--- src/core/gma_pkg.sv ---
// Shared constants for the pin multiplexer and interrupt aggregator.
// Assumes one clock domain; IN_SEL_CONST1, OUT_SEL_LOW and OUT_SEL_HIGH are not named by the core or the bench.
package gma_pkg;

	// Fixed structure of the block.
	localparam int PIN_COUNT = 40;
	localparam int CHAN_COUNT = 4;
	localparam int VOUT_PER_CHAN = 8;
	localparam int CHAN_IRQ_GENS = 2;
	localparam int AGG_COUNT = 4;
	localparam int CHAN_GEN_TOTAL = CHAN_COUNT * CHAN_IRQ_GENS;
	localparam int VOUT_TOTAL = CHAN_COUNT * VOUT_PER_CHAN;

	// Defaults for counts that a derivative could change.
	localparam int DEF_CHAN_IN_FUNCS = 8;
	localparam int DEF_CHAN_OUT_FUNCS = 16;
	localparam int DEF_GLOBAL_IN_FUNCS = 4;
	localparam int DEF_CHIP_OUT_FUNCS = 4;
	localparam int DEF_CHAN_IRQ_SRCS = 8;
	localparam int DEF_CHIP_IRQ_SRCS = 4;

	// Input selector codes: 0 to 39 pick a pin, then two forced constants.
	localparam int SEL_W = 6;
	localparam logic [SEL_W-1:0] IN_SEL_CONST0 = 6'h28;
	localparam logic [SEL_W-1:0] IN_SEL_CONST1 = 6'h29;
	localparam logic [SEL_W-1:0] TWS_DATA_PIN = 6'h20;
	localparam logic [SEL_W-1:0] TWS_CLK_PIN = 6'h21;
	localparam int TWS_DATA_IN_FUNC = 0;
	localparam int TWS_CLK_IN_FUNC = 1;

	// Pin output selector codes.
	localparam logic [SEL_W-1:0] OUT_SEL_OFF = 6'h00;
	localparam logic [SEL_W-1:0] OUT_SEL_LOW = 6'h01;
	localparam logic [SEL_W-1:0] OUT_SEL_HIGH = 6'h02;
	localparam int OUT_SEL_VOUT_BASE = 3;
	localparam int OUT_SEL_AGG_BASE = OUT_SEL_VOUT_BASE + VOUT_TOTAL;
	localparam int OUT_SEL_CHIP_BASE = OUT_SEL_AGG_BASE + AGG_COUNT;
	localparam int TWS_DATA_OUT_FUNC = 0;
	localparam logic [SEL_W-1:0] TWS_DATA_OUT_SEL = 6'h27;
	localparam int TWS_DATA_OUT_PIN = 32;

	// Virtual output selector width and reset code.
	localparam int VSEL_W = 4;
	localparam logic [VSEL_W-1:0] VOUT_SEL_RESET = 4'h0;

	// Level that an open-drain pin shows when released.
	localparam logic PIN_RELEASED = 1'b1;

endpackage

--- src/core/gma_gpio_core.sv ---
// Pin multiplexer, pin change detector and interrupt aggregator for 40 open-drain pins.
// Assumes pin inputs and all configuration ports are synchronous to clk.
`timescale 1ns/1ps
`default_nettype none
module gma_gpio_core
	import gma_pkg::*;
#(
	parameter int CHAN_IN_FUNCS = gma_pkg::DEF_CHAN_IN_FUNCS,
	parameter int CHAN_OUT_FUNCS = gma_pkg::DEF_CHAN_OUT_FUNCS,
	parameter int GLOBAL_IN_FUNCS = gma_pkg::DEF_GLOBAL_IN_FUNCS,
	parameter int CHIP_OUT_FUNCS = gma_pkg::DEF_CHIP_OUT_FUNCS,
	parameter int CHAN_IRQ_SRCS = gma_pkg::DEF_CHAN_IRQ_SRCS,
	parameter int CHIP_IRQ_SRCS = gma_pkg::DEF_CHIP_IRQ_SRCS
) (
	input wire logic clk,
	input wire logic rst,
	input wire logic [gma_pkg::PIN_COUNT-1:0] pinIn,
	output logic [gma_pkg::PIN_COUNT-1:0] pinOut,
	output logic [gma_pkg::PIN_COUNT-1:0] pinOe,
	input wire logic chanInSelLoad,
	input wire logic [gma_pkg::CHAN_COUNT*CHAN_IN_FUNCS*gma_pkg::SEL_W-1:0] chanInSelValue,
	input wire logic globalInSelLoad,
	input wire logic [GLOBAL_IN_FUNCS*gma_pkg::SEL_W-1:0] globalInSelValue,
	input wire logic vOutSelLoad,
	input wire logic [gma_pkg::VOUT_TOTAL*gma_pkg::VSEL_W-1:0] vOutSelValue,
	input wire logic pinOutSelLoad,
	input wire logic [gma_pkg::PIN_COUNT*gma_pkg::SEL_W-1:0] pinOutSelValue,
	output logic [gma_pkg::CHAN_COUNT*CHAN_IN_FUNCS-1:0] chanInFunc,
	output logic [GLOBAL_IN_FUNCS-1:0] globalInFunc,
	input wire logic [gma_pkg::CHAN_COUNT*CHAN_OUT_FUNCS-1:0] chanOutFunc,
	input wire logic [CHIP_OUT_FUNCS-1:0] chipOutFunc,
	output logic [gma_pkg::PIN_COUNT-1:0] pinLevel,
	output logic [gma_pkg::PIN_COUNT-1:0] pinChangeSticky,
	input wire logic [gma_pkg::PIN_COUNT-1:0] pinChangeClear,
	input wire logic [gma_pkg::PIN_COUNT-1:0] pinChangeIrqEn,
	output logic [gma_pkg::PIN_COUNT-1:0] pinChangeMasked,
	input wire logic [gma_pkg::CHAN_COUNT*CHAN_IRQ_SRCS-1:0] chanIrqSrc,
	input wire logic [gma_pkg::CHAN_GEN_TOTAL*CHAN_IRQ_SRCS-1:0] chanIrqEn,
	output logic [gma_pkg::CHAN_GEN_TOTAL*CHAN_IRQ_SRCS-1:0] chanIrqMasked,
	output logic [gma_pkg::CHAN_GEN_TOTAL-1:0] chanIrq,
	input wire logic [CHIP_IRQ_SRCS-1:0] chipIrqSrc,
	input wire logic [gma_pkg::AGG_COUNT*(CHIP_IRQ_SRCS+gma_pkg::CHAN_GEN_TOTAL)-1:0] aggIrqEn,
	output logic [gma_pkg::AGG_COUNT*(CHIP_IRQ_SRCS+gma_pkg::CHAN_GEN_TOTAL)-1:0] aggIrqMasked,
	output logic [gma_pkg::AGG_COUNT-1:0] aggIrqN
);
	import gma_pkg::*;

	localparam int CIN_TOTAL = CHAN_COUNT * CHAN_IN_FUNCS;
	localparam int AGG_SRCS = CHIP_IRQ_SRCS + CHAN_GEN_TOTAL;
	localparam int IN_CHOICES = PIN_COUNT + 2;
	localparam int OUT_CHOICES = OUT_SEL_CHIP_BASE + CHIP_OUT_FUNCS;

	// Configuration registers; each group is replaced whole on its load strobe.
	logic [SEL_W-1:0] chanInSel_reg [CIN_TOTAL];
	logic [SEL_W-1:0] chanInSel_next [CIN_TOTAL];
	logic [SEL_W-1:0] globalInSel_reg [GLOBAL_IN_FUNCS];
	logic [SEL_W-1:0] globalInSel_next [GLOBAL_IN_FUNCS];
	logic [VSEL_W-1:0] vOutSel_reg [VOUT_TOTAL];
	logic [VSEL_W-1:0] vOutSel_next [VOUT_TOTAL];
	logic [SEL_W-1:0] pinOutSel_reg [PIN_COUNT];
	logic [SEL_W-1:0] pinOutSel_next [PIN_COUNT];

	// Datapath registers.
	logic [PIN_COUNT-1:0] pinPrev_reg, pinPrev_next;
	logic primed_reg, primed_next;
	logic [PIN_COUNT-1:0] sticky_reg, sticky_next;
	logic [PIN_COUNT-1:0] pinOe_reg, pinOe_next;
	logic [CIN_TOTAL-1:0] chanInFunc_reg, chanInFunc_next;
	logic [GLOBAL_IN_FUNCS-1:0] globalInFunc_reg, globalInFunc_next;
	logic [CHAN_GEN_TOTAL*CHAN_IRQ_SRCS-1:0] chanMasked_reg, chanMasked_next;
	logic [CHAN_GEN_TOTAL-1:0] chanIrq_reg, chanIrq_next;
	logic [AGG_COUNT*AGG_SRCS-1:0] aggMasked_reg, aggMasked_next;
	logic [PIN_COUNT-1:0] pinChgMasked_reg, pinChgMasked_next;
	logic [AGG_COUNT-1:0] aggIrqN_reg, aggIrqN_next;

	// Mux outputs.
	logic [CIN_TOTAL-1:0] chanInPick;
	logic [GLOBAL_IN_FUNCS-1:0] globalInPick;
	logic [VOUT_TOTAL-1:0] vOutPick;
	logic [PIN_COUNT-1:0] pinOutPick;
	logic [IN_CHOICES-1:0] inChoices;
	logic [OUT_CHOICES-1:0] outChoices;
	logic [AGG_SRCS-1:0] aggSources;

	// Default code of a global input selector after reset.
	function automatic logic [SEL_W-1:0] globalInDefault(input int idx);
		if (idx == TWS_DATA_IN_FUNC) begin
			return TWS_DATA_PIN;
		end else if (idx == TWS_CLK_IN_FUNC) begin
			return TWS_CLK_PIN;
		end
		return IN_SEL_CONST0;
	endfunction

	// Default code of a pin output selector after reset.
	function automatic logic [SEL_W-1:0] pinOutDefault(input int idx);
		if (idx == TWS_DATA_OUT_PIN) begin
			return TWS_DATA_OUT_SEL;
		end
		return OUT_SEL_OFF;
	endfunction

	// The two constants sit above the pins so that a pin code equals its index.
	assign inChoices = {1'b1, 1'b0, pinIn};

	// A disabled pin and a static high both release the line.
	assign outChoices = {chipOutFunc, aggIrqN_reg, vOutPick,
		PIN_RELEASED, 1'b0, PIN_RELEASED};

	assign aggSources = {chanIrq_reg, chipIrqSrc};

	genvar g;
	generate
		for (g = 0; g < CIN_TOTAL; g++) begin : genChanIn
			gma_bit_select #(.WIDTH(IN_CHOICES), .SEL_BITS(SEL_W)) chanInMux (
				.choices(inChoices),
				.sel(chanInSel_reg[g]),
				.picked(chanInPick[g])
			);
		end
		for (g = 0; g < GLOBAL_IN_FUNCS; g++) begin : genGlobalIn
			gma_bit_select #(.WIDTH(IN_CHOICES), .SEL_BITS(SEL_W)) globalInMux (
				.choices(inChoices),
				.sel(globalInSel_reg[g]),
				.picked(globalInPick[g])
			);
		end
		// A channel has exactly eight virtual outputs, which caps its output functions in use.
		for (g = 0; g < VOUT_TOTAL; g++) begin : genVOut
			gma_bit_select #(.WIDTH(CHAN_OUT_FUNCS), .SEL_BITS(VSEL_W)) vOutMux (
				.choices(chanOutFunc[(g/VOUT_PER_CHAN)*CHAN_OUT_FUNCS +: CHAN_OUT_FUNCS]),
				.sel(vOutSel_reg[g]),
				.picked(vOutPick[g])
			);
		end
		for (g = 0; g < PIN_COUNT; g++) begin : genPinOut
			gma_bit_select #(.WIDTH(OUT_CHOICES), .SEL_BITS(SEL_W)) pinOutMux (
				.choices(outChoices),
				.sel(pinOutSel_reg[g]),
				.picked(pinOutPick[g])
			);
		end
	endgenerate

	// Configuration next state.
	always_comb begin
		for (int i = 0; i < CIN_TOTAL; i++) begin
			chanInSel_next[i] = chanInSel_reg[i];
			if (chanInSelLoad) begin
				chanInSel_next[i] = chanInSelValue[i*SEL_W +: SEL_W];
			end
		end
		for (int i = 0; i < GLOBAL_IN_FUNCS; i++) begin
			globalInSel_next[i] = globalInSel_reg[i];
			if (globalInSelLoad) begin
				globalInSel_next[i] = globalInSelValue[i*SEL_W +: SEL_W];
			end
		end
		for (int i = 0; i < VOUT_TOTAL; i++) begin
			vOutSel_next[i] = vOutSel_reg[i];
			if (vOutSelLoad) begin
				vOutSel_next[i] = vOutSelValue[i*VSEL_W +: VSEL_W];
			end
		end
		for (int i = 0; i < PIN_COUNT; i++) begin
			pinOutSel_next[i] = pinOutSel_reg[i];
			if (pinOutSelLoad) begin
				pinOutSel_next[i] = pinOutSelValue[i*SEL_W +: SEL_W];
			end
		end
	end

	always_ff @(posedge clk or posedge rst) begin
		if (rst) begin
			for (int i = 0; i < CIN_TOTAL; i++) begin
				chanInSel_reg[i] <= IN_SEL_CONST0;
			end
			for (int i = 0; i < GLOBAL_IN_FUNCS; i++) begin
				globalInSel_reg[i] <= globalInDefault(i);
			end
			for (int i = 0; i < VOUT_TOTAL; i++) begin
				vOutSel_reg[i] <= VOUT_SEL_RESET;
			end
			for (int i = 0; i < PIN_COUNT; i++) begin
				pinOutSel_reg[i] <= pinOutDefault(i);
			end
		end else begin
			chanInSel_reg <= chanInSel_next;
			globalInSel_reg <= globalInSel_next;
			vOutSel_reg <= vOutSel_next;
			pinOutSel_reg <= pinOutSel_next;
		end
	end

	// Datapath next state.
	always_comb begin
		pinPrev_next = pinIn;
		primed_next = 1'b1;
		// The first cycle after reset has no valid previous level, so it cannot flag a change.
		sticky_next = (sticky_reg & ~pinChangeClear)
			| ((pinIn ^ pinPrev_reg) & {PIN_COUNT{primed_reg}});
		// Open drain: enable the driver only when the selected level is low.
		pinOe_next = ~pinOutPick;
		chanInFunc_next = chanInPick;
		globalInFunc_next = globalInPick;
		for (int gen = 0; gen < CHAN_GEN_TOTAL; gen++) begin
			chanMasked_next[gen*CHAN_IRQ_SRCS +: CHAN_IRQ_SRCS] =
				chanIrqSrc[(gen/CHAN_IRQ_GENS)*CHAN_IRQ_SRCS +: CHAN_IRQ_SRCS]
				& chanIrqEn[gen*CHAN_IRQ_SRCS +: CHAN_IRQ_SRCS];
			chanIrq_next[gen] = |chanMasked_next[gen*CHAN_IRQ_SRCS +: CHAN_IRQ_SRCS];
		end
		pinChgMasked_next = sticky_reg & pinChangeIrqEn;
		for (int a = 0; a < AGG_COUNT; a++) begin
			aggMasked_next[a*AGG_SRCS +: AGG_SRCS] =
				aggSources & aggIrqEn[a*AGG_SRCS +: AGG_SRCS];
			// Active low so several devices can share one pulled-up line.
			aggIrqN_next[a] = ~(|aggMasked_next[a*AGG_SRCS +: AGG_SRCS]
				| |pinChgMasked_next);
		end
	end

	always_ff @(posedge clk or posedge rst) begin
		if (rst) begin
			pinPrev_reg <= '0;
			primed_reg <= 1'b0;
			sticky_reg <= '0;
			pinOe_reg <= '0;
			chanInFunc_reg <= '0;
			globalInFunc_reg <= '0;
			chanMasked_reg <= '0;
			chanIrq_reg <= '0;
			aggMasked_reg <= '0;
			pinChgMasked_reg <= '0;
			aggIrqN_reg <= '1;
		end else begin
			pinPrev_reg <= pinPrev_next;
			primed_reg <= primed_next;
			sticky_reg <= sticky_next;
			pinOe_reg <= pinOe_next;
			chanInFunc_reg <= chanInFunc_next;
			globalInFunc_reg <= globalInFunc_next;
			chanMasked_reg <= chanMasked_next;
			chanIrq_reg <= chanIrq_next;
			aggMasked_reg <= aggMasked_next;
			pinChgMasked_reg <= pinChgMasked_next;
			aggIrqN_reg <= aggIrqN_next;
		end
	end

	// Pins never drive high; the driven value is always low.
	assign pinOut = '0;
	assign pinOe = pinOe_reg;
	assign pinLevel = pinPrev_reg;
	assign pinChangeSticky = sticky_reg;
	assign pinChangeMasked = pinChgMasked_reg;
	assign chanInFunc = chanInFunc_reg;
	assign globalInFunc = globalInFunc_reg;
	assign chanIrqMasked = chanMasked_reg;
	assign chanIrq = chanIrq_reg;
	assign aggIrqMasked = aggMasked_reg;
	assign aggIrqN = aggIrqN_reg;

endmodule // gma_gpio_core
`default_nettype wire

--- src/core/gma_bit_select.sv ---
// Generic one-of-N bit selector used for every multiplexer in the core.
// Assumes the selector is stable within the cycle; codes past the last choice give zero.
`timescale 1ns/1ps
`default_nettype none
module gma_bit_select #(
	parameter int WIDTH = 2,
	parameter int SEL_BITS = 1
) (
	input wire logic [WIDTH-1:0] choices,
	input wire logic [SEL_BITS-1:0] sel,
	output logic picked
);

	always_comb begin
		picked = 1'b0;
		if (int'(sel) < WIDTH) begin
			picked = choices[sel];
		end
	end

endmodule // gma_bit_select
`default_nettype wire

--- config.mk ---
export PLATFORM = sky130hd
export DESIGN_NAME = gma_gpio_core
export DESIGN_NICKNAME = d
export VERILOG_FILES = /design/src/core/gma_pkg.sv /design/src/core/gma_gpio_core.sv /design/src/core/gma_bit_select.sv
export SDC_FILE = /design/constraint.sdc
export NUM_CORES = 2
export LEC_CHECK = 0
export BUFFER_PORTS_ARGS = -buffer_cell sky130_fd_sc_hd__buf_2
export CORE_AREA = 4 4 501 503
export DETAILED_ROUTE_END_ITERATION = 6
export DIE_AREA = 0 0 505 507
export PLACE_DENSITY = 0.41
export SYNTH_ARGS = -nofsm -noshare
export SYNTH_HDL_FRONTEND = slang
export SYNTH_SLANG_ARGS = --single-unit
--- constraint.sdc ---
create_clock -name clk -period 84.7 [get_ports clk]
set_clock_uncertainty 0.05 [all_clocks]
set_input_delay 4.235 -clock clk [delete_from_list [all_inputs] [get_ports clk]]
set_output_delay 4.235 -clock clk [all_outputs]
set_load 0.01 [all_outputs]
Word-level counts from Yosys, hierarchy flattened
Index checks and enable logic that the tools add are counted.
{ "word_totals": {"register_bits": 905, "input_bits": 926, "out_inout_bits": 360, "word_cells": 635} }
{ "classes": {"magnitude_cmp": 184, "muxes": 292, "bitwise_logic": 27, "n_reduce_logical": 13} }
{ "op_table": {"columns": ["cell", "n"], "rows": [
  ["6-bit by 7-bit less-than comparator with 1-bit output, second input constant", 76],
  ["1-bit binary-select mux with 6-bit select", 76],
  ["6-bit less-than comparator, second input constant", 76],
  ["1-bit 2-to-1 mux", 184],
  ["4-bit by 5-bit less-than comparator with 1-bit output, second input constant", 32],
  ["1-bit binary-select mux with 4-bit select", 32],
  ["40-bit AND", 3],
  ["40-bit NOT", 2],
  ["8-bit AND", 8],
  ["8-bit OR reduction", 8],
  ["12-bit AND", 4],
  ["12-bit OR reduction", 4],
  ["40-bit OR", 1],
  ["40-bit OR reduction", 1],
  ["40-bit XOR", 1],
  ["1-bit NOT", 4],
  ["1-bit OR", 4]
]} }

Logic depth before layout (Yosys ltp)
{ "logic_depth": {"word_depth": 6, "depth_mapped": 12} }

Hierarchy
A second synthesis with hierarchy kept.
{ "hier_totals": {"hier_cells": 5202, "area_unflattened_um2": 68196.7} }
{ "by_module_without_submodules": {"columns": ["module", "instances", "cells_each", "area_per_inst_um2"], "rows": [
  ["gma_gpio_core", 1, 2018, 32277.2],
  ["gma_bit_select at genPinOut[0].pinOutMux ...", 40, 38, 421.7],
  ["gma_bit_select at genChanIn[0].chanInMux ...", 36, 40, 409.1],
  ["gma_bit_select at genVOut[0].vOutMux ...", 32, 7, 135.1]
]} }

Least setup slack after synthesis
Ideal clock, no wire load.
{ "synth_path": {"kind": "input to register", "from": "in chanOutFunc[15] (netlist name)", "to": "reg pinOe_reg[17], in the netlist pinOe[17]", "arrival_ps": 6242, "required_time_ps": 84511, "setup_slack_ps": 78270, "cell_stages": 9, "n_path_buf": 1, "cell_sequence": "mux2_2 > a2bb2oi_1 > a41oi_1 > buf_2 > mux4_2 > or3b_1 > o211ai_2 > a21oi_1 > or4b_1"} }
{ "synth_between": {"elab_chain_len": 6, "word_cells_on_any_way": 20} }
{ "synth_lines": {"columns": ["item", "line", "rtl"], "rows": [
  ["start: declaration", "gma_gpio_core.sv:30", "input wire logic [gma_pkg::CHAN_COUNT*CHAN_OUT_FUNCS-1:0] chanOutFunc,"],
  ["1-bit binary-select mux with 4-bit select", "gma_bit_select.sv:17", "picked = choices[sel];"],
  ["1-bit 2-to-1 mux (not written as such)", "gma_bit_select.sv:17", null],
  ["1-bit binary-select mux with 6-bit select (*)", "gma_bit_select.sv:17", null],
  ["1-bit 2-to-1 mux (not written as such) (*)", "gma_bit_select.sv:17", null],
  ["1-bit 2-to-1 mux (*)", "gma_bit_select.sv:16", "if (int'(sel) < WIDTH) begin"],
  ["40-bit NOT (*)", "gma_gpio_core.sv:203", "pinOe_next = ~pinOutPick;"],
  ["named net pinOe_next[17]", "gma_gpio_core.sv:67", "logic [PIN_COUNT-1:0] pinOe_reg, pinOe_next;"],
  ["end signal: assignment", "gma_gpio_core.sv:239", "pinOe_reg <= pinOe_next;"],
  ["end: declaration", "gma_gpio_core.sv:67", null]
]} }
Mark *: on every way through the listed nets, which the timed path passes. The rest lies on a longest branch. The select of a mux whose other input is x is not followed.
A chain may end at the register's enable or synchronous reset.

==> results by stage <==
Yosys:
- Ranked by instance count, the synthesized netlist is headed by dfrtp_1, mux4_2, mux2_2.
- The predominant post-synthesis flop cell is dfrtp_1.
- Sequential elements use 35.4% of the synthesized area.
- The most frequent cell after synthesis is dfrtp_1.
- The gate count of the mapped netlist is 5804.
- After synthesis the netlist holds a flip-flop and latch count of between 900 and 1000.
- After synthesis, the cell types taking the most area are dfrtp_1, mux4_2, mux2_2, dfstp_2, clkbuf_1.
- The distinct cell type count of the synthesized netlist is 79.
- In this run the biggest area consumer among cell types represents 32.1% of the synthesized area.
- For this run, asynchronously set or reset flops after synthesis account for 100%.
- The Yosys step of the flow raised 0 warnings.
- The number of synthesized flops with an enable pin is 0.
- The mean area per synthesized cell is 11.1 um^2.
- The largest area contributor in the netlist is dfrtp_1.
- Summing every instance area after synthesis gives 0.0643 mm^2.

Floorplan:
- The die is 505 um wide.
- The floorplan has 182 rows.
- The y dimension of the die is 507 um.
- The I/O pin count is 1286.
- The core footprint is between 0.2 and 0.25 mm^2.
- The floorplan die area is 0.256 mm^2.
- For this configuration, the core starts out at a cell density of between 20% and 30%.

Routing:
- The number of vias per cell is 5.85.
- In the routed design, unresolved DRC markers number 0.
- For this block, the routed nets add up to between 300000 and 400000 um of wire.
- The count of vias placed by the detailed router is 58600.
- The first detailed-routing pass ran for 6 iterations.
- For this block, the initial DRC count from the detailed router was about 6700.
- The detail-routed net length per standard cell is 34.6 um.
- The count of nets left with antenna violations after detail routing is 0.

Cells and area:
- The number of nets in the final layout is 7564.
- The number of flip-flops under the largest register name is 240.
- Once layout is complete, the utilization of the core stands at between 30% and 40%.
- The fraction of layout cells with a size suffix above 1 is between 40% and 50%.
- The signed area change from the synthesized netlist to the final layout is 20.2%.

Timing:
- The post-route minimum period is 7.37 ns.
- The final max-slew violation count is 0.
- The highest attainable clock frequency is 136 MHz.
- For the pin with the worst max-slew slack, the measured transition is 1.30 ns.
- Setup repair after global routing left no endpoint under its margin.
- The count of final setup violators is 0.
- The final count of hold timing violations is 0.
- In this run the tightest slew margin relative to its limit is 13.3%.
- The ratio of final minimum period to clock period is 8.70%.
- The total negative slack is 0 ns.

Critical path:
- The worst setup path is captured at an async pin.
- Along the worst path, the maximum fanout reaches 98.
- The worst setup path is of the in -> async kind.
- Data on the critical path is required at its endpoint by 85.45 ns.
- The number of cells on the worst reg-to-reg path is 8.
- The data arrival time of the critical path is 8.12 ns.
- STA classifies the critical path startpoint as an input port.

Power and ir drop:
- The clock network burns about 34% of the power.
- The switching component of the power is 609 uW.
- In this run the power density over the cells is about 21 mW/mm^2.
- IR analysis of the VDD net gives a maximum drop of 0.0000182 V.
- Per report_power, the sequential group accounts for 35.1% of the total.
- The logic gate share of total power is between 30% and 40%.
- The internal portion of the total power is 1.02 mW.
- The analysis attributes to cell leakage a power of 31.7 nW.
- The switching part of the total is 37.3%.

Run status:
- The flow ran to the end, and the final reports show no timing, DRC or antenna violations.

Clock network:
- The H-tree generated during clock tree synthesis spans 3 levels.
- The total clock sinks is around 910.
- The clock passes through at most 3 buffers.
- TritonCTS built the clock tree.
- The hold buffer count at CTS is 0.
- Gates resized during post-CTS repair numbered 0.
- In this run, CTS created clock tree buffers numbering 116.
- After clock tree synthesis, the clock-pin slew on the worst setup and hold paths is 0.07 ns.
- The cell sitting at the root of the clock tree is a clkbuf_16.
- The number of setup buffers added after CTS is 0.
- The clock latency at the later pin of the worst-skew pair is 0.81 ns.

Worst hold path:
- Along the worst hold path, the cell count comes to 1.
- The classification of the worst-slack hold path is reg -> reg.

Placed design:
- The count of buffers from port buffering is 1245.
- Summed over all nets, the half-perimeter wirelength after detailed placement is 227000 um.
- At the end of routability-driven placement, the weighted congestion stood at 0.902.

Job:
- The reported max-cap violation count is 0.

GRT:
- The overflow left after global routing is 0.
- Entering global routing, the biggest net connects about 150 pins.
- The first global-routing pass estimated 477000 um of wire.
- The initial antenna violation count came to 145.
- The number of global-route vias before repair came to 57800.
- Global routing consumed, over all layers together, roughly a quarter of the routing resources.
==> path summary, 6_finish.rpt <==
| check | start | end | slack (ns) |
|---|---|---|---|
| max | rst | chanInSel_reg[12]$_DFFE_PP0P_ | 77.33 |
| min | pinOutSel_reg[106]$_DFFE_PP0P_ | pinOe[22]$_DFF_PP0_ | 0.44 |
| max reg2reg | vOutSel_reg[124]$_DFFE_PP0P_ | pinOe[36]$_DFF_PP0_ | 80.35 |
| min reg2reg | pinOutSel_reg[106]$_DFFE_PP0P_ | pinOe[22]$_DFF_PP0_ | 0.44 |
| max in group clk | chanOutFunc[5] | pinOe[36]$_DFF_PP0_ | 77.40 |
| min in group asynchronous | rst | pinChangeMasked[32]$_DFF_PP0_ | 3.52 |
==> power groups by stage <==
stage / Combinational, mW / Sequential [mW] / Clock [mW]
2_1_floorplan: 0.332 / 0.528 / 0
3_3_place_gp: 0.501 / 0.579 / 0
3_5_place_dp: 0.505 / 0.579 / 0
4_1_cts: 0.506 / 0.572 / 0.564
5_1_grt: 0.535 / 0.583 / 0.578
6_report: 0.512 / 0.573 / 0.549
==> cells in the final DEF (no fill, tap or decap), drive strengths merged, types with 24 or more instances in the layout <==
| master | instances |
|---|---|
| buf | 1355 |
| dfrtp | 826 |
| mux4 | 627 |
| mux2 | 549 |
| nand2 | 462 |
| o21ai | 313 |
| nor2 | 281 |
| inv | 195 |
| mux2i | 186 |
| o22ai | 173 |
| and2 | 159 |
| clkbuf | 157 |
| a21oi | 154 |
| dfstp | 79 |
| o211ai | 73 |
| diode | 68 |
| nor2b | 67 |
| nand2b | 65 |
| nand3b | 53 |
| a311oi | 53 |
| a211o | 53 |
| nand3 | 51 |
| a22oi | 49 |
| a221oi | 48 |
| nand4b | 48 |
| or4 | 42 |
| conb | 41 |
| xor2 | 40 |
| clkinv | 37 |
| a31oi | 36 |
| nor3 | 33 |
| a211oi | 31 |
| nor4 | 30 |
| o311a | 28 |
| o31ai | 27 |
| or2 | 25 |
| o221a | 24 |
==> per-layer routing <==
layer	global-route usage, %	vias up	share of wire, %
li1	-	24000	-
met1	32.9	30200	39
met2	41.6	3601	47
met3	6.47	806	8.9
met4	12.6	52	5.4
met5	0	-	0.092
==> area by class of cell <==
type	instances	area [um^2]
diodes	68	170
clock buffers	156	3320
clock inverters	64	860
fillers	25200	169000
inverters	196	743
multi-input cells	4063	38400
flip-flops and latches	905	22700
well taps	3220	4030
repair buffers	1356	7100
==> critical path, stage by stage <==
cell and delay (ns):
buf_2 0.13, inv_8 0.48, buf_4 0.83, buf_4 0.79, buf_4 0.59, buf_4 0.78
==> kinds of logic (layout without fill, tap and decap cells) <==
family | count (synthesis) | after routing | share of synthesized area (%)
compound gates | 1234 | 1234 | 13.2
other cells | 2 | 109 | 0.0117
simple gates | 1386 | 1386 | 11.0
flops | 905 | 905 | 35.4
mux | 1362 | 1362 | 34.5
buf+inv | 875 | 1772 | 5.46
xor+xnor | 40 | 40 | 0.545
==> through the flow <==
stage                     hold WS, ns  instance area (um^2)  setup slack (ns)  total power, mW  instances
after floorplan                 0.397                 64500             55.10            0.859       5843
after global routing            0.477                 77300             76.73             1.70      10000
after global placement          0.448                 73000             76.38             1.08       9740
after CTS                       0.442                 77200             77.25             1.64       9960
final                           0.441                 77300             77.33             1.63      10000
after detailed placement        0.433                 73000             76.33             1.08       9740
No activity file was read; power rests on OpenSTA's default activity.
